`config.mk`:
```
export PLATFORM = sky130hd
export DESIGN_NAME = vdmc_top
export DESIGN_NICKNAME = d
export VERILOG_FILES = /design/src/vdmc_pkg.sv /design/src/vdmc_sync_gen.sv /design/src/vdmc_top.sv
export SDC_FILE = /design/constraint.sdc
export NUM_CORES = 1
export LEC_CHECK = 0
export BUFFER_PORTS_ARGS = -buffer_cell sky130_fd_sc_hd__buf_4
export CAP_MARGIN = 20
export CORE_MARGIN = 10
export CORE_UTILIZATION = 40
export CTS_CLUSTER_DIAMETER = 150
export DETAILED_ROUTE_END_ITERATION = 7
export GPL_ROUTABILITY_DRIVEN = 1
export PLACE_DENSITY = 0.6
export SLEW_MARGIN = 20
export SYNTH_ARGS = -nofsm -noshare
export SYNTH_HDL_FRONTEND = slang
export SYNTH_SLANG_ARGS = --single-unit
```
`constraint.sdc`:
```
create_clock -name clk -period 3.4 [get_ports clk]
set_clock_uncertainty 0.1 [all_clocks]
set_input_delay 0.17 -clock clk [delete_from_list [all_inputs] [get_ports clk]]
set_output_delay 0.17 -clock clk [all_outputs]
set_load 0.02 [all_outputs]
```
`src/vdmc_pkg.sv`:
```
package vdmc_pkg;
    // ----------------
    // register map (byte addresses)
    // ----------------
    localparam logic [7:0] ADDR_CTRL   = 8'h00;
    localparam logic [7:0] ADDR_FMT    = 8'h04;
    localparam logic [7:0] ADDR_HSYNC  = 8'h08;
    localparam logic [7:0] ADDR_VSYNC  = 8'h0C;
    localparam logic [7:0] ADDR_STATUS = 8'h10;
    localparam logic [7:0] ADDR_IRQ_ST = 8'h14;
    localparam logic [7:0] ADDR_IRQ_MK = 8'h18;
    localparam logic [7:0] ADDR_SLAVE  = 8'h1C;
    // ----------------
    // slave addresses
    // ----------------
    localparam logic [6:0] CTRL_ADDR_LO = 7'h40 >> 1;
    localparam logic [7:0] CTRL_WR_LO   = 8'h40;
    localparam logic [7:0] CTRL_WR_HI   = 8'h42;
    localparam logic [7:0] READ_LO      = 8'h21;
    localparam logic [7:0] READ_HI      = 8'h23;
    // ----------------
    // ctrl fields
    // ----------------
    localparam int CTRL_CP        = 0;
    localparam int CTRL_DE        = 1;
    localparam int CTRL_CSYNC     = 2;
    localparam int CTRL_FIVE_WIRE = 3;
    localparam int CTRL_FREE_RUN  = 4;
    localparam int CTRL_FB_EN     = 5;
    localparam int CTRL_HPOL      = 6;
    localparam int CTRL_VPOL      = 7;
    localparam int CTRL_FPOL      = 8;
    localparam int CTRL_STD_LSB   = 12;  // 4-bit input standard
    localparam int CTRL_PHASE_LSB = 16;  // 5-bit sampling phase
    localparam logic [31:0] CTRL_RESET  = 32'h0000_0000;
    // fmt: [1:0] sd format, [3:2] cp format, [5:4] sd timing carriage
    localparam logic [31:0] FMT_RESET   = 32'h0000_0030;
    // sync position [11:0], width [23:12]
    localparam logic [31:0] HSYNC_RESET = 32'h0004_0010;
    localparam logic [31:0] VSYNC_RESET = 32'h0000_3001;
    // ----------------
    // input standards and formats
    // ----------------
    localparam logic [3:0] STD_CVBS   = 4'h0;
    localparam logic [3:0] STD_SVIDEO = 4'h1;
    localparam logic [3:0] STD_525I   = 4'h2;
    localparam logic [3:0] STD_625I   = 4'h3;
    localparam logic [3:0] STD_525P   = 4'h4;
    localparam logic [3:0] STD_625P   = 4'h5;
    localparam logic [3:0] STD_GFX    = 4'hC;
    localparam logic [1:0] CP_SDR8    = 2'h0;
    localparam logic [1:0] CP_SDR16   = 2'h1;
    localparam logic [1:0] CP_DDR8    = 2'h2;
    localparam logic [1:0] CP_DDR12   = 2'h3;
    localparam logic [1:0] OSR_1X     = 2'h0;
    localparam logic [1:0] OSR_2X     = 2'h1;
    localparam logic [1:0] OSR_4X     = 2'h2;
    // ----------------
    // timing
    // ----------------
    localparam int CLK_HZ        = 20_000_000;
    localparam int RESET_MS      = 5;
    localparam int RESET_CYCLES  = CLK_HZ / 1000 * RESET_MS;
    localparam int LLC_MIN_KHZ   = 12825;
    localparam int LLC_MAX_KHZ   = 110000;
    localparam int SCL_MAX_KHZ   = 400;
    localparam int LINE_CYCLES   = 1280;
    localparam int FRAME_LINES   = 525;
    localparam int ACTIVE_FIRST  = 16'h0100;
    localparam int ACTIVE_LINE   = 20;
    localparam logic [1:0] AXI_OKAY   = 2'b00;
    localparam logic [1:0] AXI_DECERR = 2'b11;
endpackage

```
`src/vdmc_sync_gen.sv`:
```
`timescale 1ns/1ns
// programmable sync pulse: asserts from pos for wid counts
module vdmc_sync_gen #(
    parameter int W = 12
) (
    // clock and reset
    input  wire logic         clk,
    input  wire logic         resetn,
    // timing
    input  wire logic [W-1:0] count,
    input  wire logic [W-1:0] pos,
    input  wire logic [W-1:0] wid,
    input  wire logic         pol,
    // result
    output logic              sync_q
);
    logic [W:0] rel;
    logic       active;

    // pulse window, polarity applied last
    assign rel    = {1'b0, count} - {1'b0, pos};
    assign active = (count >= pos) && (rel[W-1:0] < wid);

    // registered output
    always_ff @(posedge clk) begin
        if (!resetn) begin
            sync_q <= 1'b0;
        end else begin
            sync_q <= active ^ pol;
        end
    end
endmodule

```
`src/vdmc_top.sv`:
```
`timescale 1ns/1ns
module vdmc_top #(
    parameter int H_TOTAL = vdmc_pkg::LINE_CYCLES,
    parameter int V_TOTAL = vdmc_pkg::FRAME_LINES,
    parameter int H_ACTIVE = vdmc_pkg::ACTIVE_FIRST,
    parameter int V_ACTIVE = vdmc_pkg::ACTIVE_LINE
) (
    // clock and reset
    input  wire logic        clk,
    input  wire logic        resetn,
    // axi4-lite write address
    input  wire logic [7:0]  s_axi_awaddr,
    input  wire logic        s_axi_awvalid,
    output logic             s_axi_awready,
    // axi4-lite write data
    input  wire logic [31:0] s_axi_wdata,
    input  wire logic [3:0]  s_axi_wstrb,
    input  wire logic        s_axi_wvalid,
    output logic             s_axi_wready,
    // axi4-lite write response
    output logic [1:0]       s_axi_bresp,
    output logic             s_axi_bvalid,
    input  wire logic        s_axi_bready,
    // axi4-lite read address
    input  wire logic [7:0]  s_axi_araddr,
    input  wire logic        s_axi_arvalid,
    output logic             s_axi_arready,
    // axi4-lite read data
    output logic [31:0]      s_axi_rdata,
    output logic [1:0]       s_axi_rresp,
    output logic             s_axi_rvalid,
    input  wire logic        s_axi_rready,
    // pins from outside
    input  wire logic        address_low_select_pin,
    input  wire logic        fast_blank_select,
    input  wire logic        horizontal_or_composite_sync_input,
    input  wire logic        vertical_sync_input,
    input  wire logic        line_locked_pixel_clock,
    input  wire logic        video_present,
    input  wire logic        sd_status_event,
    input  wire logic        cp_status_event,
    // sync outputs
    output logic             horizontal_or_composite_sync_output,
    output logic             vertical_sync_output,
    output logic             field_or_data_enable_output,
    // overlay and sampling
    output logic             overlay_rgb_select,
    output logic [1:0]       oversample_ratio,
    output logic [4:0]       sampling_phase,
    output logic             cp_selected,
    // interrupt
    output logic             irq
);
    // ------------------------------------------------------------
    // input synchronisers
    // ------------------------------------------------------------
    localparam int NSYNC = 8;
    logic [NSYNC-1:0] pin_raw;
    logic [NSYNC-1:0] meta_q;
    logic [NSYNC-1:0] pin_q;
    logic [NSYNC-1:0] pin_prev_q;

    assign pin_raw = {cp_status_event, sd_status_event, video_present,
                      line_locked_pixel_clock, vertical_sync_input,
                      horizontal_or_composite_sync_input, fast_blank_select,
                      address_low_select_pin};

    // two flops per pin, then a delayed copy for edge detection
    always_ff @(posedge clk) begin
        if (!resetn) begin
            meta_q     <= '0;
            pin_q      <= '0;
            pin_prev_q <= '0;
        end else begin
            meta_q     <= pin_raw;
            pin_q      <= meta_q;
            pin_prev_q <= pin_q;
        end
    end

    logic address_low_select_pin_s, fb_s, hcs_s, vs_s, llc_s, vp_s;
    logic llc_rise, hcs_rise, vs_rise, sd_evt, cp_evt;
    assign address_low_select_pin_s   = pin_q[0];
    assign fb_s     = pin_q[1];
    assign hcs_s    = pin_q[2];
    assign vs_s     = pin_q[3];
    assign llc_s    = pin_q[4];
    assign vp_s     = pin_q[5];
    assign llc_rise = llc_s & ~pin_prev_q[4];
    assign hcs_rise = hcs_s & ~pin_prev_q[2];
    assign vs_rise  = vs_s & ~pin_prev_q[3];
    assign sd_evt   = pin_q[6] ^ pin_prev_q[6];
    assign cp_evt   = pin_q[7] ^ pin_prev_q[7];

    // ------------------------------------------------------------
    // configuration registers
    // ------------------------------------------------------------
    logic [31:0] ctrl_q, fmt_q, hsync_q, vsync_q, irq_st_q, irq_mk_q;
    logic        wr_en;
    logic [7:0]  wr_addr_q;
    logic [31:0] wr_data_q;
    logic [3:0]  wr_strb_q;
    logic        aw_have_q, w_have_q;

    function automatic logic [31:0] merge(input logic [31:0] old,
                                          input logic [31:0] nw,
                                          input logic [3:0]  st);
        logic [31:0] r;
        r = old;
        for (int i = 0; i < 4; i++) begin
            if (st[i]) begin
                r[i*8 +: 8] = nw[i*8 +: 8];
            end
        end
        return r;
    endfunction

    // defaults held until the host writes
    always_ff @(posedge clk) begin
        if (!resetn) begin
            ctrl_q  <= vdmc_pkg::CTRL_RESET;
            fmt_q   <= vdmc_pkg::FMT_RESET;
            hsync_q <= vdmc_pkg::HSYNC_RESET;
            vsync_q <= vdmc_pkg::VSYNC_RESET;
            irq_mk_q <= '0;
        end else if (wr_en) begin
            case (wr_addr_q)
                vdmc_pkg::ADDR_CTRL:   ctrl_q   <= merge(ctrl_q, wr_data_q, wr_strb_q);
                vdmc_pkg::ADDR_FMT:    fmt_q    <= merge(fmt_q, wr_data_q, wr_strb_q);
                vdmc_pkg::ADDR_HSYNC:  hsync_q  <= merge(hsync_q, wr_data_q, wr_strb_q);
                vdmc_pkg::ADDR_VSYNC:  vsync_q  <= merge(vsync_q, wr_data_q, wr_strb_q);
                vdmc_pkg::ADDR_IRQ_MK: irq_mk_q <= merge(irq_mk_q, wr_data_q, wr_strb_q);
                default: ;
            endcase
        end
    end

    logic       cp_mode, de_mode, csync_mode, five_wire, free_run, fb_en;
    logic [3:0] std;
    assign cp_mode    = ctrl_q[vdmc_pkg::CTRL_CP];
    assign de_mode    = ctrl_q[vdmc_pkg::CTRL_DE];
    assign csync_mode = ctrl_q[vdmc_pkg::CTRL_CSYNC];
    assign five_wire  = ctrl_q[vdmc_pkg::CTRL_FIVE_WIRE];
    assign free_run   = ctrl_q[vdmc_pkg::CTRL_FREE_RUN];
    assign fb_en      = ctrl_q[vdmc_pkg::CTRL_FB_EN];
    assign std        = ctrl_q[vdmc_pkg::CTRL_STD_LSB +: 4];

    // ------------------------------------------------------------
    // axi4-lite write channel
    // ------------------------------------------------------------
    assign wr_en = aw_have_q && w_have_q && !s_axi_bvalid;

    // accept address and data in either order, answer after both
    always_ff @(posedge clk) begin
        if (!resetn) begin
            aw_have_q     <= 1'b0;
            w_have_q      <= 1'b0;
            s_axi_awready <= 1'b0;
            s_axi_wready  <= 1'b0;
            s_axi_bvalid  <= 1'b0;
            s_axi_bresp   <= vdmc_pkg::AXI_OKAY;
            wr_addr_q     <= '0;
            wr_data_q     <= '0;
            wr_strb_q     <= '0;
        end else begin
            s_axi_awready <= !aw_have_q && !s_axi_awready && s_axi_awvalid;
            s_axi_wready  <= !w_have_q && !s_axi_wready && s_axi_wvalid;
            if (s_axi_awvalid && s_axi_awready) begin
                aw_have_q <= 1'b1;
                wr_addr_q <= s_axi_awaddr;
            end
            if (s_axi_wvalid && s_axi_wready) begin
                w_have_q  <= 1'b1;
                wr_data_q <= s_axi_wdata;
                wr_strb_q <= s_axi_wstrb;
            end
            if (wr_en) begin
                aw_have_q    <= 1'b0;
                w_have_q     <= 1'b0;
                s_axi_bvalid <= 1'b1;
                s_axi_bresp  <= (wr_addr_q <= vdmc_pkg::ADDR_SLAVE &&
                                 wr_addr_q[1:0] == 2'b00) ?
                                vdmc_pkg::AXI_OKAY : vdmc_pkg::AXI_DECERR;
            end else if (s_axi_bvalid && s_axi_bready) begin
                s_axi_bvalid <= 1'b0;
            end
        end
    end

    // ------------------------------------------------------------
    // interrupt status, write one to clear, set wins
    // ------------------------------------------------------------
    logic [1:0] evt;
    logic [1:0] clr;
    assign evt = {cp_evt, sd_evt};
    assign clr = (wr_en && wr_addr_q == vdmc_pkg::ADDR_IRQ_ST && wr_strb_q[0]) ?
                 wr_data_q[1:0] : 2'b00;

    always_ff @(posedge clk) begin
        if (!resetn) begin
            irq_st_q <= '0;
            irq      <= 1'b0;
        end else begin
            irq_st_q[1:0] <= (irq_st_q[1:0] & ~clr) | evt;
            irq           <= |(irq_st_q[1:0] & irq_mk_q[1:0]);
        end
    end

    // ------------------------------------------------------------
    // axi4-lite read channel
    // ------------------------------------------------------------
    logic [31:0] rd_mux;
    logic [31:0] status_word;
    logic [7:0]  wr_slave, rd_slave;

    // bus addresses follow the select pin
    assign wr_slave = address_low_select_pin_s ? vdmc_pkg::CTRL_WR_HI : vdmc_pkg::CTRL_WR_LO;
    assign rd_slave = address_low_select_pin_s ? vdmc_pkg::READ_HI : vdmc_pkg::READ_LO;
    assign status_word = {24'h0000_00, vp_s, fb_s, free_run, cp_mode,
                          oversample_ratio, llc_s, address_low_select_pin_s};

    always_comb begin
        case (s_axi_araddr)
            vdmc_pkg::ADDR_CTRL:   rd_mux = ctrl_q;
            vdmc_pkg::ADDR_FMT:    rd_mux = fmt_q;
            vdmc_pkg::ADDR_HSYNC:  rd_mux = hsync_q;
            vdmc_pkg::ADDR_VSYNC:  rd_mux = vsync_q;
            vdmc_pkg::ADDR_STATUS: rd_mux = status_word;
            vdmc_pkg::ADDR_IRQ_ST: rd_mux = irq_st_q;
            vdmc_pkg::ADDR_IRQ_MK: rd_mux = irq_mk_q;
            vdmc_pkg::ADDR_SLAVE:  rd_mux = {16'h0000, rd_slave, wr_slave};
            default:               rd_mux = 32'h0000_0000;
        endcase
    end

    always_ff @(posedge clk) begin
        if (!resetn) begin
            s_axi_arready <= 1'b0;
            s_axi_rvalid  <= 1'b0;
            s_axi_rdata   <= '0;
            s_axi_rresp   <= vdmc_pkg::AXI_OKAY;
        end else begin
            s_axi_arready <= !s_axi_rvalid && !s_axi_arready && s_axi_arvalid;
            if (s_axi_arvalid && s_axi_arready) begin
                s_axi_rvalid <= 1'b1;
                s_axi_rdata  <= rd_mux;
                s_axi_rresp  <= (s_axi_araddr <= vdmc_pkg::ADDR_SLAVE &&
                                 s_axi_araddr[1:0] == 2'b00) ?
                                vdmc_pkg::AXI_OKAY : vdmc_pkg::AXI_DECERR;
            end else if (s_axi_rvalid && s_axi_rready) begin
                s_axi_rvalid <= 1'b0;
            end
        end
    end

    // ------------------------------------------------------------
    // mode decode: oversampling, phase, processor select
    // ------------------------------------------------------------
    always_ff @(posedge clk) begin
        if (!resetn) begin
            oversample_ratio <= vdmc_pkg::OSR_4X;
            sampling_phase   <= '0;
            cp_selected      <= 1'b0;
        end else begin
            cp_selected    <= cp_mode;
            sampling_phase <= (std == vdmc_pkg::STD_GFX) ?
                              ctrl_q[vdmc_pkg::CTRL_PHASE_LSB +: 5] : 5'h00;
            case (std)
                vdmc_pkg::STD_CVBS, vdmc_pkg::STD_SVIDEO:
                    oversample_ratio <= vdmc_pkg::OSR_4X;
                vdmc_pkg::STD_525I, vdmc_pkg::STD_625I,
                vdmc_pkg::STD_525P, vdmc_pkg::STD_625P:
                    oversample_ratio <= vdmc_pkg::OSR_2X;
                default:
                    oversample_ratio <= vdmc_pkg::OSR_1X;
            endcase
        end
    end

    // ------------------------------------------------------------
    // timing counters, stepped on pixel clock rising edges
    // ------------------------------------------------------------
    logic [11:0] h_cnt_q, v_cnt_q;
    logic        field_q;
    logic        ext_hs, ext_vs, lock_ext;

    // component mode with video present and free_run clear takes sync from pins (vsync only if five_wire), otherwise free-run
    assign lock_ext = cp_mode && vp_s && !free_run;
    assign ext_hs   = lock_ext && (csync_mode ? hcs_rise : hcs_rise);
    assign ext_vs   = lock_ext && five_wire && vs_rise;

    always_ff @(posedge clk) begin
        if (!resetn) begin
            h_cnt_q <= '0;
            v_cnt_q <= '0;
            field_q <= 1'b0;
        end else if (ext_hs) begin
            h_cnt_q <= '0;
            v_cnt_q <= ext_vs ? 12'h000 : v_cnt_q + 12'h001;
        end else if (ext_vs) begin
            v_cnt_q <= '0;
            field_q <= ~field_q;
        end else if (llc_rise) begin
            if (h_cnt_q == 12'(H_TOTAL - 1)) begin
                h_cnt_q <= '0;
                if (v_cnt_q == 12'(V_TOTAL - 1)) begin
                    v_cnt_q <= '0;
                    field_q <= ~field_q;
                end else begin
                    v_cnt_q <= v_cnt_q + 12'h001;
                end
            end else begin
                h_cnt_q <= h_cnt_q + 12'h001;
            end
        end
    end

    // ------------------------------------------------------------
    // sync outputs
    // ------------------------------------------------------------
    logic hs_gen, vs_gen;

    vdmc_sync_gen #(.W(12)) u_hs (
        .clk    (clk),
        .resetn (resetn),
        .count  (h_cnt_q),
        .pos    (hsync_q[11:0]),
        .wid    (hsync_q[23:12]),
        .pol    (ctrl_q[vdmc_pkg::CTRL_HPOL]),
        .sync_q (hs_gen)
    );

    vdmc_sync_gen #(.W(12)) u_vs (
        .clk    (clk),
        .resetn (resetn),
        .count  (v_cnt_q),
        .pos    (vsync_q[11:0]),
        .wid    (vsync_q[23:12]),
        .pol    (ctrl_q[vdmc_pkg::CTRL_VPOL]),
        .sync_q (vs_gen)
    );

    logic active_video;
    assign active_video = (h_cnt_q >= 12'(H_ACTIVE)) &&
                          (v_cnt_q >= 12'(V_ACTIVE));

    // outputs registered; field pin may carry data enable in cp mode
    always_ff @(posedge clk) begin
        if (!resetn) begin
            horizontal_or_composite_sync_output <= 1'b0;
            vertical_sync_output                <= 1'b0;
            field_or_data_enable_output         <= 1'b0;
            overlay_rgb_select                  <= 1'b0;
        end else begin
            horizontal_or_composite_sync_output <= csync_mode && cp_mode ?
                                                   (hs_gen ^ vs_gen) : hs_gen;
            vertical_sync_output <= vs_gen;
            field_or_data_enable_output <= (cp_mode && de_mode) ?
                active_video : (field_q ^ ctrl_q[vdmc_pkg::CTRL_FPOL]);
            overlay_rgb_select <= fb_en && fb_s && active_video;
        end
    end

    // output format fields in fmt_q are only stored and read back; no logic uses them
    logic unused_fmt;
    assign unused_fmt = ^fmt_q;
endmodule

```
==> results of run 1 <==
[flip-flops by register name, indices dropped and copies added (netlist names), 4 cells and up]
signal / count
wr_data_q: 32
s_axi_rdata: 32
ctrl_q: 32
pin_prev_q: 5
irq_mk_q: 32
fmt_q: 32
wr_strb_q: 4
hsync_q: 32
vsync_q: 32
wr_addr_q: 8
h_cnt_q: 12
meta_q: 8
sampling_phase: 5
pin_q: 8
v_cnt_q: 12
[per-layer routing]
layer | share of wire, % | vias to the layer above
met5 | 0 | -
met2 | 45 | 448
met1 | 45 | 6145
li1 | - | 6341
met3 | 6.8 | 78
met4 | 2.9 | 0
[report_power, final]
part           total [mW]  internal [mW]  switching (mW)
Sequential           3.70           3.65          0.0507
Combinational       0.400          0.176           0.224
Clock                3.60           2.13            1.47
Total                7.70           5.96            1.74
[worst register-to-register path, delay by kind of cell (launching register included)]
kind / cells / cell delay [ns]
compound gates: 3 / 0.84
xor+xnor: 1 / 0.15
fa+ha+maj: 2 / 0.68
buf+inv: 2 / 0.16
flops: 1 / 0.36
mux: 1 / 0.21
simple gates: 4 / 0.68
[through the flow]
step	hold slack [ns]	utilization, %	area [um^2]
after detailed placement	0.284	44.7	15300
after global placement	0.281	44.7	15300
final	0.0814	50.1	17200
after CTS	0.0643	49.8	17100
after floorplan	0.188	-	13900
after global routing	0.132	50.1	17200
[area by class of cell]
class / count / area share, %
clock buffers: 51 / 5.66
clock inverters: 7 / 0.581
inverters: 60 / 1.34
multi-input cells: 1215 / 41.8
flip-flops and latches: 308 / 35.8
well taps: 455 / 3.31
repair buffers: 239 / 11.6
[Yosys cell counts (6+ instances only)]
cell type | count | area [um^2]
ha_1 | 50 | 626
nor2_1 | 43 | 161
nand2b_1 | 15 | 93.8
a31oi_1 | 6 | 37.5
dfxtp_1 | 308 | 6170
o21ai_0 | 16 | 80.1
xor2_1 | 15 | 131
nand4_1 | 15 | 93.8
nand3_1 | 158 | 791
a221o_1 | 25 | 250
o22ai_1 | 6 | 37.5
xnor2_1 | 17 | 149
a21oi_1 | 269 | 1350
mux2i_1 | 7 | 70.1
nor3_1 | 14 | 70.1
and2_1 | 38 | 238
clkbuf_1 | 84 | 315
inv_1 | 60 | 225
or3_1 | 6 | 37.5
a222oi_1 | 33 | 330
a22oi_1 | 8 | 60.1
nand2_1 | 328 | 1230
buf_2 | 13 | 65.1
o21ai_1 | 30 | 150
a21o_1 | 15 | 113
[logic make-up after synthesis]
| group | Yosys count |
|---|---|
| simple gates | 676 |
| fa+ha+maj | 52 |
| xor+xnor | 32 |
| buf+inv | 163 |
| mux | 8 |
| compound gates | 447 |
| flops | 308 |
[repair_timing]
action | 4_1_cts | 5_1_grt
pin swaps | 2 | 9
hold buffers | 68 | 0
buffers inserted | 0 | 5
hold endpoints to repair | 66 | 0
resized for setup | 3 | 19
setup endpoints to repair | 1 | 2
[how the worst max path moves through the flow]
stage / from / slack (ns) / depth (start not counted) / to
floorplan: h_cnt_q[0] / 0.08 / 14 / u_hs.sync_q
global placement: h_cnt_q[0] / 0.02 / 14 / u_hs.sync_q
detailed placement: h_cnt_q[0] / -0.13 / 14 / u_hs.sync_q
CTS: h_cnt_q[0] / 0.01 / 14 / u_hs.sync_q
global route: h_cnt_q[1] / -0.009 / 12 / u_hs.sync_q
finish: vsync_q[3] / 0.13 / 13 / u_vs.sync_q
==> flow_summary_export.csv, run 1 <==
group,metric,value,unit
status,outcome,"complete, but fails checks",
status,failed_checks,"DRC",
synthesis,asyncSetResetFlopFracSynth,0,%
synthesis,ys_warn_count,0,
power_and_ir_drop,p_per_area,447,nW/um^2
routing,drc,10,
cells_and_area,n_antenna_cell,0,
synthesis,synth_edf_count,0,
clocking,clk_pin_slew,0.06,ns
synthesis,syn-num-nets,1805,
place,io_buffers,120,
clocking,cts_buffer_depth,3,
synthesis,ys_types,70,
cells_and_area,drive_gt1_share,14.0,%
die,fp-row-count,68,
synthesis,yosys.area_share.adder,4.79,%
worst_setup_path,cp_data_arrival_time,3.59,ns
synthesis,synthSimpleGateAreaFrac,23.9,%
grt,grt_max_degree,148,
routing,drtIter0Drc,1122,
sta,period_share,96.1,%
grt,groute.layer.met1.usage,26.8,%
die,start_util,40.4,%
grt,antenna_found_initial,0,
grt,grt_pass1_wl,68500,um
cells_and_area,multi_input_area,7190,um^2
place,place_ws,-0.130,ns
clocking,htree_num_levels,2,
cells_and_area,final_cell_mix,"nand2_1 (328), dfxtp_1 (306), a21oi_1 (264)",
routing,antenna_left,0,
sta,layout_setup_ws,0.134,ns
worst_setup_path,path_max_fanout,5,
worst_setup_path,r2r_cells,13,
die,die_y,206,um
grt,grt_use_met3,3.62,%
worst_setup_path,start_kind,"flip-flop",
power_and_ir_drop,p_total,7.70,mW
synthesis,syn_area_per_cell,8.24,um^2
cells_and_area,area_delta_synth_final,24.0,%
place,hpwl,30600,um
sta,period_needed,3.27,ns
clocking,clock_latency,0.51,ns
sta,max_freq,0.306,GHz
power_and_ir_drop,leakage,6.24,nW
sta,finalHoldViolations,0,
sta,fin_tns_setup,0,ns
hold_path,holdPathEnd,"s_axi_rdata[29]",
synthesis,muxShareOfSynthArea,0.585,%
die,core-area,34400,um^2
synthesis,netlist_instances,1686,
cells_and_area,finish.net_count,1977,
hold_path,hp-class,"primary input to flip-flop",
cells_and_area,seqCellArea,6170,um^2
sta,relSlewSlack,32.0,%
power_and_ir_drop,ir_worst_vdd,0.000335,V
routing,dr.pass1.iters,8,
cells_and_area,num-fill-cells,3286,
synthesis,synth-compound-area-share,19.7,%
worst_setup_path,r2r-start,"vsync_q[3]",
worst_setup_path,endpoint_kind,"flip-flop",
worst_setup_path,reg2reg_slack,0.13,ns
die,dieArea,42600,um^2
sta,drv_slew,0,
die,die_w,206,um
clocking,cts_root_buf,"clkbuf_16",
grt,track_usage,20.0,%
place,gp_congestion,0.904,
cells_and_area,layout.cells.non_filler,2335,
grt,grt.met2_usage,31.9,%
worst_setup_path,crit_type,"flip-flop to flip-flop",
routing,wire_per_inst,18.9,um
worst_setup_path,cp_slowest_cell,"ha_1",
grt,grt_pass1_vias,12300,
grt,grt-ovfl-total,0,
synthesis,ys.flop_type,"dfxtp_1",
clocking,numCtsBuffers,34,
grt,top_usage_layer,"met2",
cells_and_area,final_common_cell,"nand2_1",
routing,viasPerCell,5.57,
sta,worst_pin_slew,1.02,ns
worst_setup_path,crit_chain,"inv_1, ha_1, a21oi_2, nand2b_1, nand3_2, a311o_1, xor2_1, ha_1, nand4_1, inv_1, a221o_1, nor4_2, mux2i_1",
place,dp_cells,2204,
synthesis,synth_area,13900,um^2
synthesis,synth_top_family_by_area,"simple AND/OR/NAND/NOR gates",
hold_path,hp-start,"s_axi_araddr[4]",
sta,setup_violations,0,
worst_setup_path,crit_buf_inv,2,
die,ioPinCount,121,
worst_setup_path,critical_path.max_stage_delay,0.39,ns
worst_setup_path,crit_family,"compound AO/OA/AOI/OAI gates",
routing,vias,13000,
synthesis,yosysSeqAreaShare,44.4,%
flow_run,maxCapViolCount,0,
worst_setup_path,crit_required,3.72,ns
synthesis,synth_xor_area_share,2.02,%
clocking,cts_tree,"built",
synthesis,ys_ff_latch,308,
clocking,cts.sinks,308,
routing,routed_wl,44000,um
hold_path,worstHoldPathCells,5,
worst_setup_path,reg2reg_to,"u_vs.sync_q",
Note: power is estimated with default switching activity, not from simulation.
==> inputs of run 2 (changes only) <==
--- a/config.mk
+++ b/config.mk
@@ -12,6 +12,7 @@
 export CTS_CLUSTER_DIAMETER = 150
 export DETAILED_ROUTE_END_ITERATION = 7
 export GPL_ROUTABILITY_DRIVEN = 1
+export MAX_ROUTING_LAYER = met4
 export PLACE_DENSITY = 0.6
 export SLEW_MARGIN = 20
 export SYNTH_ARGS = -nofsm -noshare
==> run 2 against run 1 <==
Against the previous run: the flow now finishes without violations; worst setup slack better by 0.049 ns; total power is 3.2% higher; sequential share of layout area is 0.15 points lower; utilization is 0.21 points higher; highest routed layer unchanged; critical endpoint is now u_hs.sync_q; maximum frequency is 1.5% higher; cell count hardly changed.
==> flow_summary_export.csv, run 2 (synthesized netlist as in run 1, its figures left out) <==
group,metric,value,unit
status,outcome,"finished clean",
cells_and_area,finish.net_count,1975,
cells_and_area,finalCoreUtilization,50.3,%
sta,period_share,94.6,%
grt,grt_pass1_vias,12700,
routing,drtIter0Drc,1207,
place,gp_congestion,0.930,
cells_and_area,final_common_cell,"nand2_1",
cells_and_area,stdcell_area,17300,um^2
worst_setup_path,path_max_fanout,3,
cells_and_area,multi_input_area,7190,um^2
place,io_buffers,120,
die,core-area,34400,um^2
grt,grt-ovfl-total,0,
hold_path,hp-class,"primary input to flip-flop",
sta,period_needed,3.22,ns
cells_and_area,num-fill-cells,3294,
clocking,clock_latency,0.52,ns
sta,rsz0062_at_grt,"false",
worst_setup_path,endpoint_kind,"flip-flop",
clocking,cts_buffer_depth,3,
flow_run,maxCapViolCount,0,
sta,worst_pin_slew,1.06,ns
place,hpwl,30600,um
sta,relSlewSlack,29.1,%
routing,routed_wl,44200,um
worst_setup_path,crit_chain,"inv_2, ha_2, inv_1, fa_2, nand3_2, a21oi_2, o21a_1, or4b_4, nand3_2, ha_1, a21o_1, a2111oi_4, o211ai_1, mux2i_1",
routing,antenna_left,0,
worst_setup_path,cp_slowest_cell,"or4b_4",
sta,layout_setup_ws,0.183,ns
clocking,htree_num_levels,2,
clocking,clk_pin_slew,0.06,ns
power_and_ir_drop,p_total,7.95,mW
routing,viasPerCell,5.58,
place,place_ws,-0.106,ns
worst_setup_path,critical_path.max_stage_delay,0.48,ns
place,placed_area,15300,um^2
worst_setup_path,crit_required,3.70,ns
grt,track_usage,20.8,%
worst_setup_path,crit_family,"compound AO/OA/AOI/OAI gates",
sta,setup_violations,0,
die,fp-row-count,68,
worst_setup_path,crit_buf_inv,2,
sta,drv_slew,0,
clocking,cts_tree,"built",
power_and_ir_drop,leakage,6.26,nW
die,dieArea,42600,um^2
routing,dr.pass1.iters,7,
routing,vias,13000,
clocking,cts_root_buf,"clkbuf_16",
power_and_ir_drop,p_per_area,459,nW/um^2
die,die_w,206,um
cells_and_area,n_antenna_cell,0,
die,ioPinCount,121,
routing,wire_per_inst,18.9,um
worst_setup_path,cp_data_arrival_time,3.52,ns
die,die_y,206,um
clocking,numCtsBuffers,35,
cells_and_area,area_delta_synth_final,24.5,%
cells_and_area,drive_gt1_share,14.1,%
grt,grt_max_degree,154,
power_and_ir_drop,ir_worst_vdd,0.000315,V
routing,drc,0,
worst_setup_path,start_kind,"flip-flop",
cells_and_area,seqCellArea,6170,um^2
grt,grt_pass1_wl,69600,um
grt,antenna_found_initial,0,
clocking,cts.sinks,308,
sta,max_freq,0.311,GHz
die,start_util,40.4,%
cells_and_area,final_cell_mix,"nand2_1 (327), dfxtp_1 (306), a21oi_1 (264)",
worst_setup_path,crit_type,"flip-flop to flip-flop",
sta,finalHoldViolations,0,
sta,whs,0.0642,ns
worst_setup_path,critPathMostFrequentCell,"nand3_2",
==> run 2: worst paths after layout <==
check / from / end / slack (ns) / cells past startpoint
min: s_axi_araddr[4] / s_axi_rdata[29] / 0.06 / 5
max: h_cnt_q[0] / u_hs.sync_q / 0.18 / 14
min reg2reg: meta_q[2] / pin_q[2] / 0.33 / 1
max reg2reg: h_cnt_q[0] / u_hs.sync_q / 0.18 / 14
==> run 2: through the flow <==
step	setup TNS, ns	instances
floorplan	0	1686
global placement	0	2204
detailed placement	-0.106	2204
CTS	0	2336
global route	0	2337
finish	0	2337
==> run 2: cell type report <==
| cell class | count | share of cell area (%) |
|---|---|---|
| multi-input combinational | 1215 | 41.6 |
| sequential | 308 | 35.7 |
| timing repair buffer | 236 | 11.3 |
| clock buffer | 53 | 6.11 |
| tap | 455 | 3.29 |
| inverter | 60 | 1.33 |
| clock inverter | 10 | 0.709 |
==> run 2: repair_timing <==
action | in CTS | in global routing
endpoints found under the hold margin | 67 | 0
hold buffers | 69 | 0
gates resized for setup | 4 | 16
setup endpoints to repair | 1 | 2
pin swaps | 1 | 4
setup buffers | 0 | 1
==> run 2: where the power goes <==
group	internal [mW]	switching, mW
clock	2.31	1.54
combinational	0.175	0.224
sequential	3.65	0.0506
==> run 2: routing by layer <==
layer | global-route usage, % | wire length, um
met5 | - | 0
met2 | 32.4 | 20300
met3 | 3.26 | 2810
met4 | 6.18 | 1050
met1 | 27.3 | 20000
==> run 2: worst min-delay path, cell delays in order <==
cell	delay, ns
buf_4	0.16
o22ai_1	0.08
nand2_1	0.06
a21o_1	0.10
a21oi_1	0.06
